`config.mk`:
```
export PLATFORM = sky130hd
export DESIGN_NAME = iar_id_regs
export DESIGN_NICKNAME = d
export VERILOG_FILES = /design/src/verilog/iar_pkg.sv /design/src/verilog/iar_addr_decode.sv /design/src/verilog/iar_attr_values.sv /design/src/verilog/iar_id_regs.sv
export VERILOG_INCLUDE_DIRS = /design/src /design/src/verilog
export SDC_FILE = /design/constraint.sdc
export NUM_CORES = 1
export LEC_CHECK = 0
export BUFFER_PORTS_ARGS = -buffer_cell sky130_fd_sc_hd__clkbuf_2
export CAP_MARGIN = 20
export CELL_PAD_IN_SITES_DETAIL_PLACEMENT = 0
export CELL_PAD_IN_SITES_GLOBAL_PLACEMENT = 1
export CORE_ASPECT_RATIO = 1.75
export CORE_MARGIN = 2
export CORE_UTILIZATION = 25
export DETAILED_ROUTE_END_ITERATION = 12
export GPL_TIMING_DRIVEN = 0
export PLACE_DENSITY_LB_ADDON = 0.25
export SLEW_MARGIN = 40
export SYNTH_ARGS = -nofsm -noshare
export SYNTH_HDL_FRONTEND = slang
export SYNTH_SLANG_ARGS = --single-unit
```
`constraint.sdc`:
```
create_clock -name mclk -period 1.7 [get_ports mclk]
set_input_delay 0.34 -clock mclk [delete_from_list [all_inputs] [get_ports mclk]]
set_output_delay 0.34 -clock mclk [all_outputs]
set_load 0.02 [all_outputs]
```
`src/verilog/iar_defs.svh`:
```
`ifndef IAR_DEFS_SVH
`define IAR_DEFS_SVH

// ****************************************************************
// register addresses
// ****************************************************************
`define IAR_ADDR_ONE        32'hE000_ED64
`define IAR_ADDR_ONE_NS     32'hE002_ED64
`define IAR_ADDR_TWO        32'hE000_ED68
`define IAR_ADDR_TWO_NS     32'hE002_ED68
`define IAR_ADDR_THREE      32'h0000_ED6C
`define IAR_ADDR_THREE_NS   32'h0002_ED6C

// ****************************************************************
// field positions (low bit of each nibble)
// ****************************************************************
`define IAR_LSB_N7          28
`define IAR_LSB_N6          24
`define IAR_LSB_N5          20
`define IAR_LSB_N4          16
`define IAR_LSB_N3          12
`define IAR_LSB_N2          8
`define IAR_LSB_N1          4
`define IAR_LSB_N0          0

// ****************************************************************
// field values
// ****************************************************************
`define IAR_ONE_SWITCH      4'h2
`define IAR_ONE_WIDE        4'h2
`define IAR_ONE_COND        4'h1
`define IAR_ONE_EXT_BASIC   4'h1
`define IAR_ONE_EXT_PACKED  4'h2
`define IAR_TWO_REVERSE     4'h2
`define IAR_TWO_ULM_BASIC   4'h1
`define IAR_TWO_ULM_DSP     4'h2
`define IAR_TWO_SLM_BASIC   4'h1
`define IAR_TWO_SLM_DSP     4'h3
`define IAR_TWO_XMUL        4'h2
`define IAR_TWO_HINT        4'h3
`define IAR_TWO_ACQREL      4'h2
`define IAR_THREE_ONE       4'h1
`define IAR_THREE_PACK_BAS  4'h1
`define IAR_THREE_PACK_DSP  4'h3
`define IAR_THREE_SAT_BAS   4'h0
`define IAR_THREE_SAT_DSP   4'h1
`define IAR_RES_ZERO        4'h0
`define IAR_MULTI_DEFAULT   4'h0

`endif

```
`src/verilog/iar_pkg.sv`:
```
`default_nettype none
package iar_pkg;

    // ****************************************************************
    // register selection from the address decoder
    // ****************************************************************
    typedef enum logic [1:0] {
        IAR_SEL_NONE  = 2'b00,
        IAR_SEL_ONE   = 2'b01,
        IAR_SEL_TWO   = 2'b10,
        IAR_SEL_THREE = 2'b11
    } iar_sel_t;

    // one access request from the system address map
    typedef struct packed {
        logic [31:0] addr;
        logic        write;
        logic        priv;
        logic        nonSecure;
        logic        debug;
    } iar_req_t;

    // answer to one access
    typedef struct packed {
        logic [31:0] rdata;
        logic        fault;
        logic        hit;
    } iar_rsp_t;

endpackage
`default_nettype wire

```
`src/verilog/iar_addr_decode.sv`:
```
`timescale 1ns/1ps
`default_nettype none
`include "iar_defs.svh"
module iar_addr_decode (
    input  wire logic [31:0]      addr,
    output iar_pkg::iar_sel_t     sel,
    output logic                  aliasHit
);
    import iar_pkg::*;

    // ****************************************************************
    // exact word decode, secure and alias views
    // ****************************************************************
    always_comb begin
        sel      = IAR_SEL_NONE;
        aliasHit = 1'b0;
        unique case (addr)
            `IAR_ADDR_ONE: begin
                sel = IAR_SEL_ONE;
            end
            `IAR_ADDR_ONE_NS: begin
                sel      = IAR_SEL_ONE;
                aliasHit = 1'b1;
            end
            `IAR_ADDR_TWO: begin
                sel = IAR_SEL_TWO;
            end
            `IAR_ADDR_TWO_NS: begin
                sel      = IAR_SEL_TWO;
                aliasHit = 1'b1;
            end
            `IAR_ADDR_THREE: begin
                sel = IAR_SEL_THREE;
            end
            `IAR_ADDR_THREE_NS: begin
                sel      = IAR_SEL_THREE;
                aliasHit = 1'b1;
            end
            default: begin
                sel      = IAR_SEL_NONE;
                aliasHit = 1'b0;
            end
        endcase
    end

endmodule
`default_nettype wire

```
`src/verilog/iar_attr_values.sv`:
```
`timescale 1ns/1ps
`default_nettype none
`include "iar_defs.svh"
module iar_attr_values #(
    parameter bit       DSP_OPT     = 1'b0,
    parameter bit       EXTEND_WIDE = 1'b0,
    parameter bit [3:0] MULTI_INT   = `IAR_MULTI_DEFAULT
) (
    output logic [31:0] attrOne,
    output logic [31:0] attrTwo,
    output logic [31:0] attrThree
);

    // ****************************************************************
    // elaboration-time field choices
    // ****************************************************************
    localparam logic [3:0] EXT_V = (DSP_OPT && EXTEND_WIDE) ?
        `IAR_ONE_EXT_PACKED : `IAR_ONE_EXT_BASIC;
    localparam logic [3:0] ULM_V = DSP_OPT ?
        `IAR_TWO_ULM_DSP : `IAR_TWO_ULM_BASIC;
    localparam logic [3:0] SLM_V = DSP_OPT ?
        `IAR_TWO_SLM_DSP : `IAR_TWO_SLM_BASIC;
    localparam logic [3:0] PACK_V = DSP_OPT ?
        `IAR_THREE_PACK_DSP : `IAR_THREE_PACK_BAS;
    localparam logic [3:0] SAT_V = DSP_OPT ?
        `IAR_THREE_SAT_DSP : `IAR_THREE_SAT_BAS;

    // first register: upper nibble and low 12 bits reserved zero
    assign attrOne = {`IAR_RES_ZERO,
                      `IAR_ONE_SWITCH,
                      `IAR_ONE_WIDE,
                      `IAR_ONE_COND,
                      EXT_V,
                      {3{`IAR_RES_ZERO}}};

    // second register: 27:24 reserved zero
    assign attrTwo = {`IAR_TWO_REVERSE,
                      `IAR_RES_ZERO,
                      ULM_V,
                      SLM_V,
                      `IAR_TWO_XMUL,
                      MULTI_INT,
                      `IAR_TWO_HINT,
                      `IAR_TWO_ACQREL};

    // third register: 31:28 reserved zero
    assign attrThree = {`IAR_RES_ZERO,
                        {5{`IAR_THREE_ONE}},
                        PACK_V,
                        SAT_V};

endmodule
`default_nettype wire

```
`src/verilog/iar_id_regs.sv`:
```
`timescale 1ns/1ps
`default_nettype none
`include "iar_defs.svh"
module iar_id_regs #(
    parameter bit       MAINLINE_OPT = 1'b1,
    parameter bit       DSP_OPT      = 1'b0,
    parameter bit       EXTEND_WIDE  = 1'b0,
    parameter bit [3:0] MULTI_INT    = `IAR_MULTI_DEFAULT
) (
    input  wire logic              mclk,
    input  wire logic              reset_n,
    input  wire logic              regValid,
    input  wire iar_pkg::iar_req_t regReq,
    output logic                   regAck,
    output iar_pkg::iar_rsp_t      regRsp
);
    import iar_pkg::*;

    // ****************************************************************
    // constant register contents
    // ****************************************************************
    logic [31:0] attrOne;
    logic [31:0] attrTwo;
    logic [31:0] attrThree;
    iar_sel_t    sel;
    logic        aliasHit;
    logic [31:0] word;
    logic        unpriv;
    logic        aliasBlocked;
    logic        readOk;
    iar_rsp_t    rsp_d;
    iar_rsp_t    rsp_q;
    logic        ack_q;

    // values fixed when the design is built
    iar_attr_values #(
        .DSP_OPT     (DSP_OPT),
        .EXTEND_WIDE (EXTEND_WIDE),
        .MULTI_INT   (MULTI_INT)
    ) uValues (
        .attrOne     (attrOne),
        .attrTwo     (attrTwo),
        .attrThree   (attrThree)
    );

    // ****************************************************************
    // address decode
    // ****************************************************************
    iar_addr_decode uDecode (
        .addr     (regReq.addr),
        .sel      (sel),
        .aliasHit (aliasHit)
    );

    // one shared copy serves both views
    always_comb begin
        unique case (sel)
            IAR_SEL_ONE:   word = attrOne;
            IAR_SEL_TWO:   word = attrTwo;
            IAR_SEL_THREE: word = attrThree;
            IAR_SEL_NONE:  word = 32'h0000_0000;
        endcase
    end

    // ****************************************************************
    // access checks
    // ****************************************************************
    // debugger counts as privileged; plain user code does not
    assign unpriv       = !regReq.priv && !regReq.debug;
    // alias view only for secure privileged software
    assign aliasBlocked = aliasHit &&
                          (regReq.nonSecure || regReq.debug);
    assign readOk       = MAINLINE_OPT && !regReq.write &&
                          !unpriv && !aliasBlocked;

    // answer word, fault and hit for this access
    always_comb begin
        rsp_d.hit   = (sel != IAR_SEL_NONE);
        rsp_d.fault = rsp_d.hit && unpriv;
        // writes store nothing and read back zero
        rsp_d.rdata = (rsp_d.hit && readOk) ?
                      word : 32'h0000_0000;
    end

    // ****************************************************************
    // registered answer, one cycle after the request
    // ****************************************************************
    always_ff @(posedge mclk or negedge reset_n) begin
        if (!reset_n) begin
            ack_q <= 1'b0;
        end else begin
            ack_q <= regValid;
        end
    end

    // answer data held until the next request
    always_ff @(posedge mclk or negedge reset_n) begin
        if (!reset_n) begin
            rsp_q <= '0;
        end else if (regValid) begin
            rsp_q <= rsp_d;
        end
    end

    assign regAck = ack_q;
    assign regRsp = rsp_q;

endmodule
`default_nettype wire

```
==> flow_metrics.env, run 1 <==
export IMPL_clk_pin_slew_ns=0.04
export IMPL_core_mm2=0.00290
export IMPL_p_per_area_mw_per_mm2=531
export IMPL_row_count=26
export IMPL_place_ws_ns=-0.144
export IMPL_hold_worst_slack_ns=0.333
export IMPL_synth_area_per_cell_um2=8.89
export IMPL_power_frac_seq_pct=34.6
export IMPL_wl_mm=1.94
export IMPL_postSynthCellCount=84
export IMPL_start_util_pct=25.8
export IMPL_cts_sinks=9
export IMPL_drtIter0Drc=13
export IMPL_fp_dieArea_mm2=0.00346
export IMPL_drc_errors=0
export IMPL_critPathMaxStageDelay_ns=0.55
export IMPL_path_max_fanout=3
export IMPL_io_buffer_count=53
export IMPL_drive_gt1_share_pct=52.8
export IMPL_synth_edf_count=0
export IMPL_grt_pass1_vias=769
export IMPL_crit_required_ns=1.82
export IMPL_antennaDiodeCount=0
export IMPL_clock_latency_ns=0.23
export IMPL_grt_usage_pct=12.1
export IMPL_p_switching_uw=170
export IMPL_postCtsSetupBuffers=0
export IMPL_pin_count=74
export IMPL_finalCritPeriodShare_pct=92.9
export IMPL_final_util_pct=40.7
export IMPL_grt_setup_unrepaired="false"
export IMPL_p_int_uw=456
export IMPL_combPwrFrac_pct=26.0
export IMPL_grt_max_degree=10
export IMPL_area_delta_synth_final_pct=57.8
export IMPL_finalWorstSetupSlack_ns=0.121
export IMPL_max_cap_violations=0
export IMPL_synthArstFlopShare_pct=100
export IMPL_synth_area_leader_cell="dfrtp_1"
export IMPL_cpLargestDelayFamily="simple AND/OR/NAND/NOR gates"
export IMPL_nets=201
export IMPL_ir_drop_mv=0.190
export IMPL_setup_viol=0
export IMPL_die_w_um=45.3
export IMPL_final_cell_mix="53 x clkbuf_2, 26 x buf_4, 20 x conb_1"
export IMPL_hold_path_class="input pin to register"
export IMPL_postLayoutCellArea_mm2=0.00118
export IMPL_min_period_ns=1.58
export IMPL_cp_depth=5
export IMPL_crit_path_end_kind="register"
export IMPL_synth_distinct_cells=29
export IMPL_clock_skew_ns=0
export IMPL_syn_area_um2=747
export IMPL_dpl_cell_area_mm2=0.00112
export IMPL_die_y_um=76.3
export IMPL_firstDrtPassIters=4
export IMPL_hpwlAfterDp_mm=1.73
export IMPL_place_gp_congestion=0.745
export IMPL_power_leakage_nw=0.656
export IMPL_htreeDepth=1
export IMPL_hold_depth=1
export IMPL_grt_pass1_wl_mm=3.24
export IMPL_final_antenna_net_count=0
export IMPL_crit_buf_inv=1
export IMPL_path_cells="clkbuf_2 -> or4_4 -> nor4_4 -> a41oi_1 -> o41ai_1"
export IMPL_yosys_top_cells_area="dfrtp_1 30%, buf_4 26%, nand2_1 4.5%, o31ai_1 3.0%, nor4_4 2.8%"
export IMPL_r2r_cells=2
export IMPL_final_common_cell="clkbuf_2"
export IMPL_cts_root_buf="clkbuf_8"
export IMPL_ys_ff_latch=9
export IMPL_p_total_uw=625
export IMPL_yosysTopAreaCellShare_pct=30.2
export IMPL_worstMarginPinSlew_ns=0.494
export IMPL_grt_ovfl_total=0
export IMPL_antenna_found_initial=0
export IMPL_cts_buffers=3
export IMPL_crit_type="input pin to register"
export IMPL_switching_share_pct=27.1
export IMPL_ys_flop_type="dfrtp_1"
export IMPL_max_clock_freq_mhz=634
export IMPL_vias_per_cell=4.28
export IMPL_cts_tree="yes"
export IMPL_cts_buffer_depth=2
export IMPL_vias=808
export IMPL_yosys_warnings=0
export IMPL_p_clk_share_pct=39.3
export IMPL_status="complete, no violations"
export IMPL_slowest_stage="or4_4"
export IMPL_cp_start_kind="input pin"
export IMPL_slew_headroom_pct=66.7
export IMPL_wire_per_inst_um=10.3
export IMPL_finalHoldViolCount=0
export IMPL_slew_viol_final=0
export IMPL_synth_seq_area_share_pct=30.2
export IMPL_crit_arrival_ns=1.70
==> worst reg2reg max path, cell delays in order (launching register included) <==
cell	delay (ns)
dfrtp_1	0.38
nand2_1	0.08
o21ai_0	0.09
==> cell type report <==
class / instances / area [um2]
clock buffer: 4 / 45.0
inverter: 2 / 7.51
sequential: 9 / 225
fill: 320 / 1720
timing repair buffer: 54 / 275
tap: 28 / 35.0
buffer: 26 / 195
multi-input combinational: 66 / 395
==> sequential cells by signal, indices dropped and copies added (netlist names) <==
name and cells:
regRsp 8, regAck 1
==> kinds of logic after synthesis <==
family / share of synthesized area [%]
compound gates: 13.7
xor+xnor: 1.17
buf+inv: 27.1
flops: 30.2
other cells: 0.502
simple gates: 27.3
==> cell usage after synthesis, types with 3 or more instances <==
cell type	number
nor2_1	3
o31ai_1	3
nand2_1	9
buf_4	26
dfrtp_1	9
==> metrics by stage <==
stage | setup TNS (ns) | cells
CTS | 0 | 189
finish | 0 | 189
global route | 0 | 189
global placement | -0.207 | 184
detailed placement | -0.288 | 184
floorplan | 0 | 103
==> path summary, 6_finish.rpt <==
check	from	endpoint	slack, ns
max	regReq[28]	regRsp[22]$_DFFE_PN0P_	0.12
min	regValid	regAck$_DFF_PN0_	0.33
max reg2reg	regRsp[27]$_DFFE_PN0P_	regRsp[27]$_DFFE_PN0P_	1.01
min reg2reg	regRsp[1]$_DFFE_PN0P_	regRsp[1]$_DFFE_PN0P_	0.47
max in group asynchronous	reset_n	regRsp[27]$_DFFE_PN0P_	1.01
min in group asynchronous	reset_n	regRsp[22]$_DFFE_PN0P_	0.50
==> routing by layer <==
layer	vias to the layer above	part of all wire (%)	GRT usage, %
met2	47	57	22.7
li1	414	-	-
met3	3	8.8	1.90
met1	344	32	11.5
met5	-	0	0
met4	0	1.9	6.18
==> power by group through the flow <==
stage               registers, mW  clock network, mW  logic [mW]
floorplan                   0.221                  0      0.0983
global placement            0.220                  0       0.158
detailed placement          0.220                  0       0.160
CTS                         0.217              0.252       0.162
global route                0.216              0.263       0.178
finish                      0.217              0.246       0.163
==> what timing repair did <==
item,in CTS,in global routing
hold buffers,1,0
resized for setup,0,1
hold endpoints to repair,9,0
setup endpoints to repair,0,1
Power figures use the tool's default switching activity.
==> run 2: changes to the inputs <==
--- a/config.mk
+++ b/config.mk
@@ -15,7 +15,7 @@
 export CORE_UTILIZATION = 25
 export DETAILED_ROUTE_END_ITERATION = 12
 export GPL_TIMING_DRIVEN = 0
-export PLACE_DENSITY_LB_ADDON = 0.25
+export PLACE_DENSITY = 0.82
 export SLEW_MARGIN = 40
 export SYNTH_ARGS = -nofsm -noshare
 export SYNTH_HDL_FRONTEND = slang
==> flow_metrics.env, run 2 (synthesized netlist as in run 1, its figures left out) <==
export IMPL_status="finished, violations left"
export IMPL_violations="DRC"
export IMPL_slew_viol_final=0
export IMPL_busiest_layer="met2"
export IMPL_area_delta_synth_final_pct=57.1
export IMPL_drc_errors=1
export IMPL_timing_rr_start="regRsp[15]$_DFFE_PN0P_"
export IMPL_switching_share_pct=26.3
export IMPL_place_gp_congestion=0.763
export IMPL_clock_skew_ns=0
export IMPL_max_cap_violations=0
export IMPL_p_switching_uw=163
export IMPL_grt_setup_unrepaired="false"
export IMPL_use_met2_pct=17.3
export IMPL_grt_max_degree=10
export IMPL_crit_required_ns=1.81
export IMPL_core_mm2=0.00290
export IMPL_finalHoldViolCount=0
export IMPL_fillers=289
export IMPL_hold_buffers=1
export IMPL_startpoint="regReq[28]"
export IMPL_finalCritPeriodShare_pct=92.8
export IMPL_fp_dieArea_mm2=0.00346
export IMPL_fin_setup_tns_ns=0
export IMPL_cts_tree="yes"
export IMPL_firstDrtPassIters=9
export IMPL_wire_per_inst_um=9.32
export IMPL_die_w_um=45.3
export IMPL_vias=813
export IMPL_p_total_uw=618
export IMPL_nets=201
export IMPL_min_period_ns=1.58
export IMPL_drtIter0Drc=15
export IMPL_path_max_fanout=3
export IMPL_antenna_found_initial=0
export IMPL_min_from="regValid"
export IMPL_drive_gt1_share_pct=52.2
export IMPL_htreeDepth=1
export IMPL_power_leakage_nw=0.654
export IMPL_p_clk_share_pct=38.8
export IMPL_final_common_cell="clkbuf_2"
export IMPL_cts_buffers=3
export IMPL_hpwlAfterDp_mm=1.62
export IMPL_grt_pass1_wl_mm=2.95
export IMPL_largest_reg_flops=8
export IMPL_final_antenna_net_count=0
export IMPL_cts_sinks=9
export IMPL_setup_viol=0
export IMPL_combPwrFrac_pct=26.2
export IMPL_wl_mm=1.76
export IMPL_postCtsSetupBuffers=0
export IMPL_cts_resized=0
export IMPL_cts_buffer_depth=2
export IMPL_crit_arrival_ns=1.69
export IMPL_antennaDiodeCount=0
export IMPL_grt_ovfl_total=0
export IMPL_pin_count=74
export IMPL_finalWorstSetupSlack_ns=0.122
export IMPL_grt_usage_pct=10.8
export IMPL_hold_worst_slack_ns=0.329
export IMPL_die_y_um=76.3
export IMPL_hold_path_class="input pin to register"
export IMPL_crit_path_end_kind="register"
export IMPL_use_met1_pct=13.6
export IMPL_row_count=26
export IMPL_clk_pin_slew_ns=0.04
export IMPL_final_util_pct=40.5
export IMPL_place_ws_ns=-0.0968
export IMPL_final_cell_mix="53 x clkbuf_2, 26 x buf_4, 20 x conb_1"
export IMPL_start_util_pct=25.8
export IMPL_max_clock_freq_mhz=634
export IMPL_clock_latency_ns=0.23
export IMPL_ir_drop_mv=0.236
export IMPL_p_int_uw=455
export IMPL_vias_per_cell=4.30
export IMPL_io_buffer_count=53
export IMPL_power_frac_seq_pct=35.0
export IMPL_cp_start_kind="input pin"
export IMPL_use_met3_pct=2.84
export IMPL_grt_pass1_vias=719
export IMPL_cts_root_buf="clkbuf_8"
export IMPL_crit_type="input pin to register"
export IMPL_p_per_area_mw_per_mm2=527
[run 2: cell count changes in the layout (fill, tap and decap cells not counted)]
cell	change
o31ai_1	+1
o31ai_2	-1
[run 2: worst max-delay path, cell delays in order]
cell	delay [ns]
clkbuf_2	0.08
or4_4	0.55
nor4_4	0.28
a41oi_1	0.07
o41ai_1	0.36
[run 2: area by class of cell]
class	count	area, um2	share of cell area [%]
inverter	2	7.51	0.640
multi-input combinational	66	390	33.3
clock buffer	4	45.0	3.84
buffer	26	195	16.6
timing repair buffer	54	275	23.5
sequential	9	225	19.2
tap	28	35.0	2.99
[run 2: final timing paths]
kind | endpoint | slack [ns] | cells past startpoint
min reg2reg | regRsp[18]$_DFFE_PN0P_ | 0.48 | 2
max in group asynchronous | regRsp[0]$_DFFE_PN0P_ | 1.02 | 2
max reg2reg | regRsp[15]$_DFFE_PN0P_ | 1.04 | 1
min in group asynchronous | regAck$_DFF_PN0_ | 0.50 | 2
min | regAck$_DFF_PN0_ | 0.33 | 1
max | regRsp[22]$_DFFE_PN0P_ | 0.12 | 5
[run 2: power by group through the flow]
stage          sequential, mW  combinational, mW  clock [mW]
5_1_grt                 0.216              0.178       0.259
3_5_place_dp            0.220              0.159           0
4_1_cts                 0.217              0.161       0.245
2_1_floorplan           0.221             0.0983           0
6_report                0.217              0.162       0.240
3_3_place_gp            0.220              0.156           0
[run 2: through the flow]
step                std cells  area [um2]
detailed placement        184        1120
global route              189        1170
floorplan                 103         818
global placement          184        1120
finish                    189        1170
CTS                       189        1170
[run 2: metal layers]
| metal | routed length (um) | share of wire, % | vias to the layer above |
|---|---|---|---|
| li1 | - | - | 417 |
| met1 | 674 | 38 | 326 |
| met2 | 808 | 46 | 68 |
| met3 | 262 | 15 | 2 |
| met4 | 15 | 0.85 | 0 |
| met5 | 0 | 0 | - |
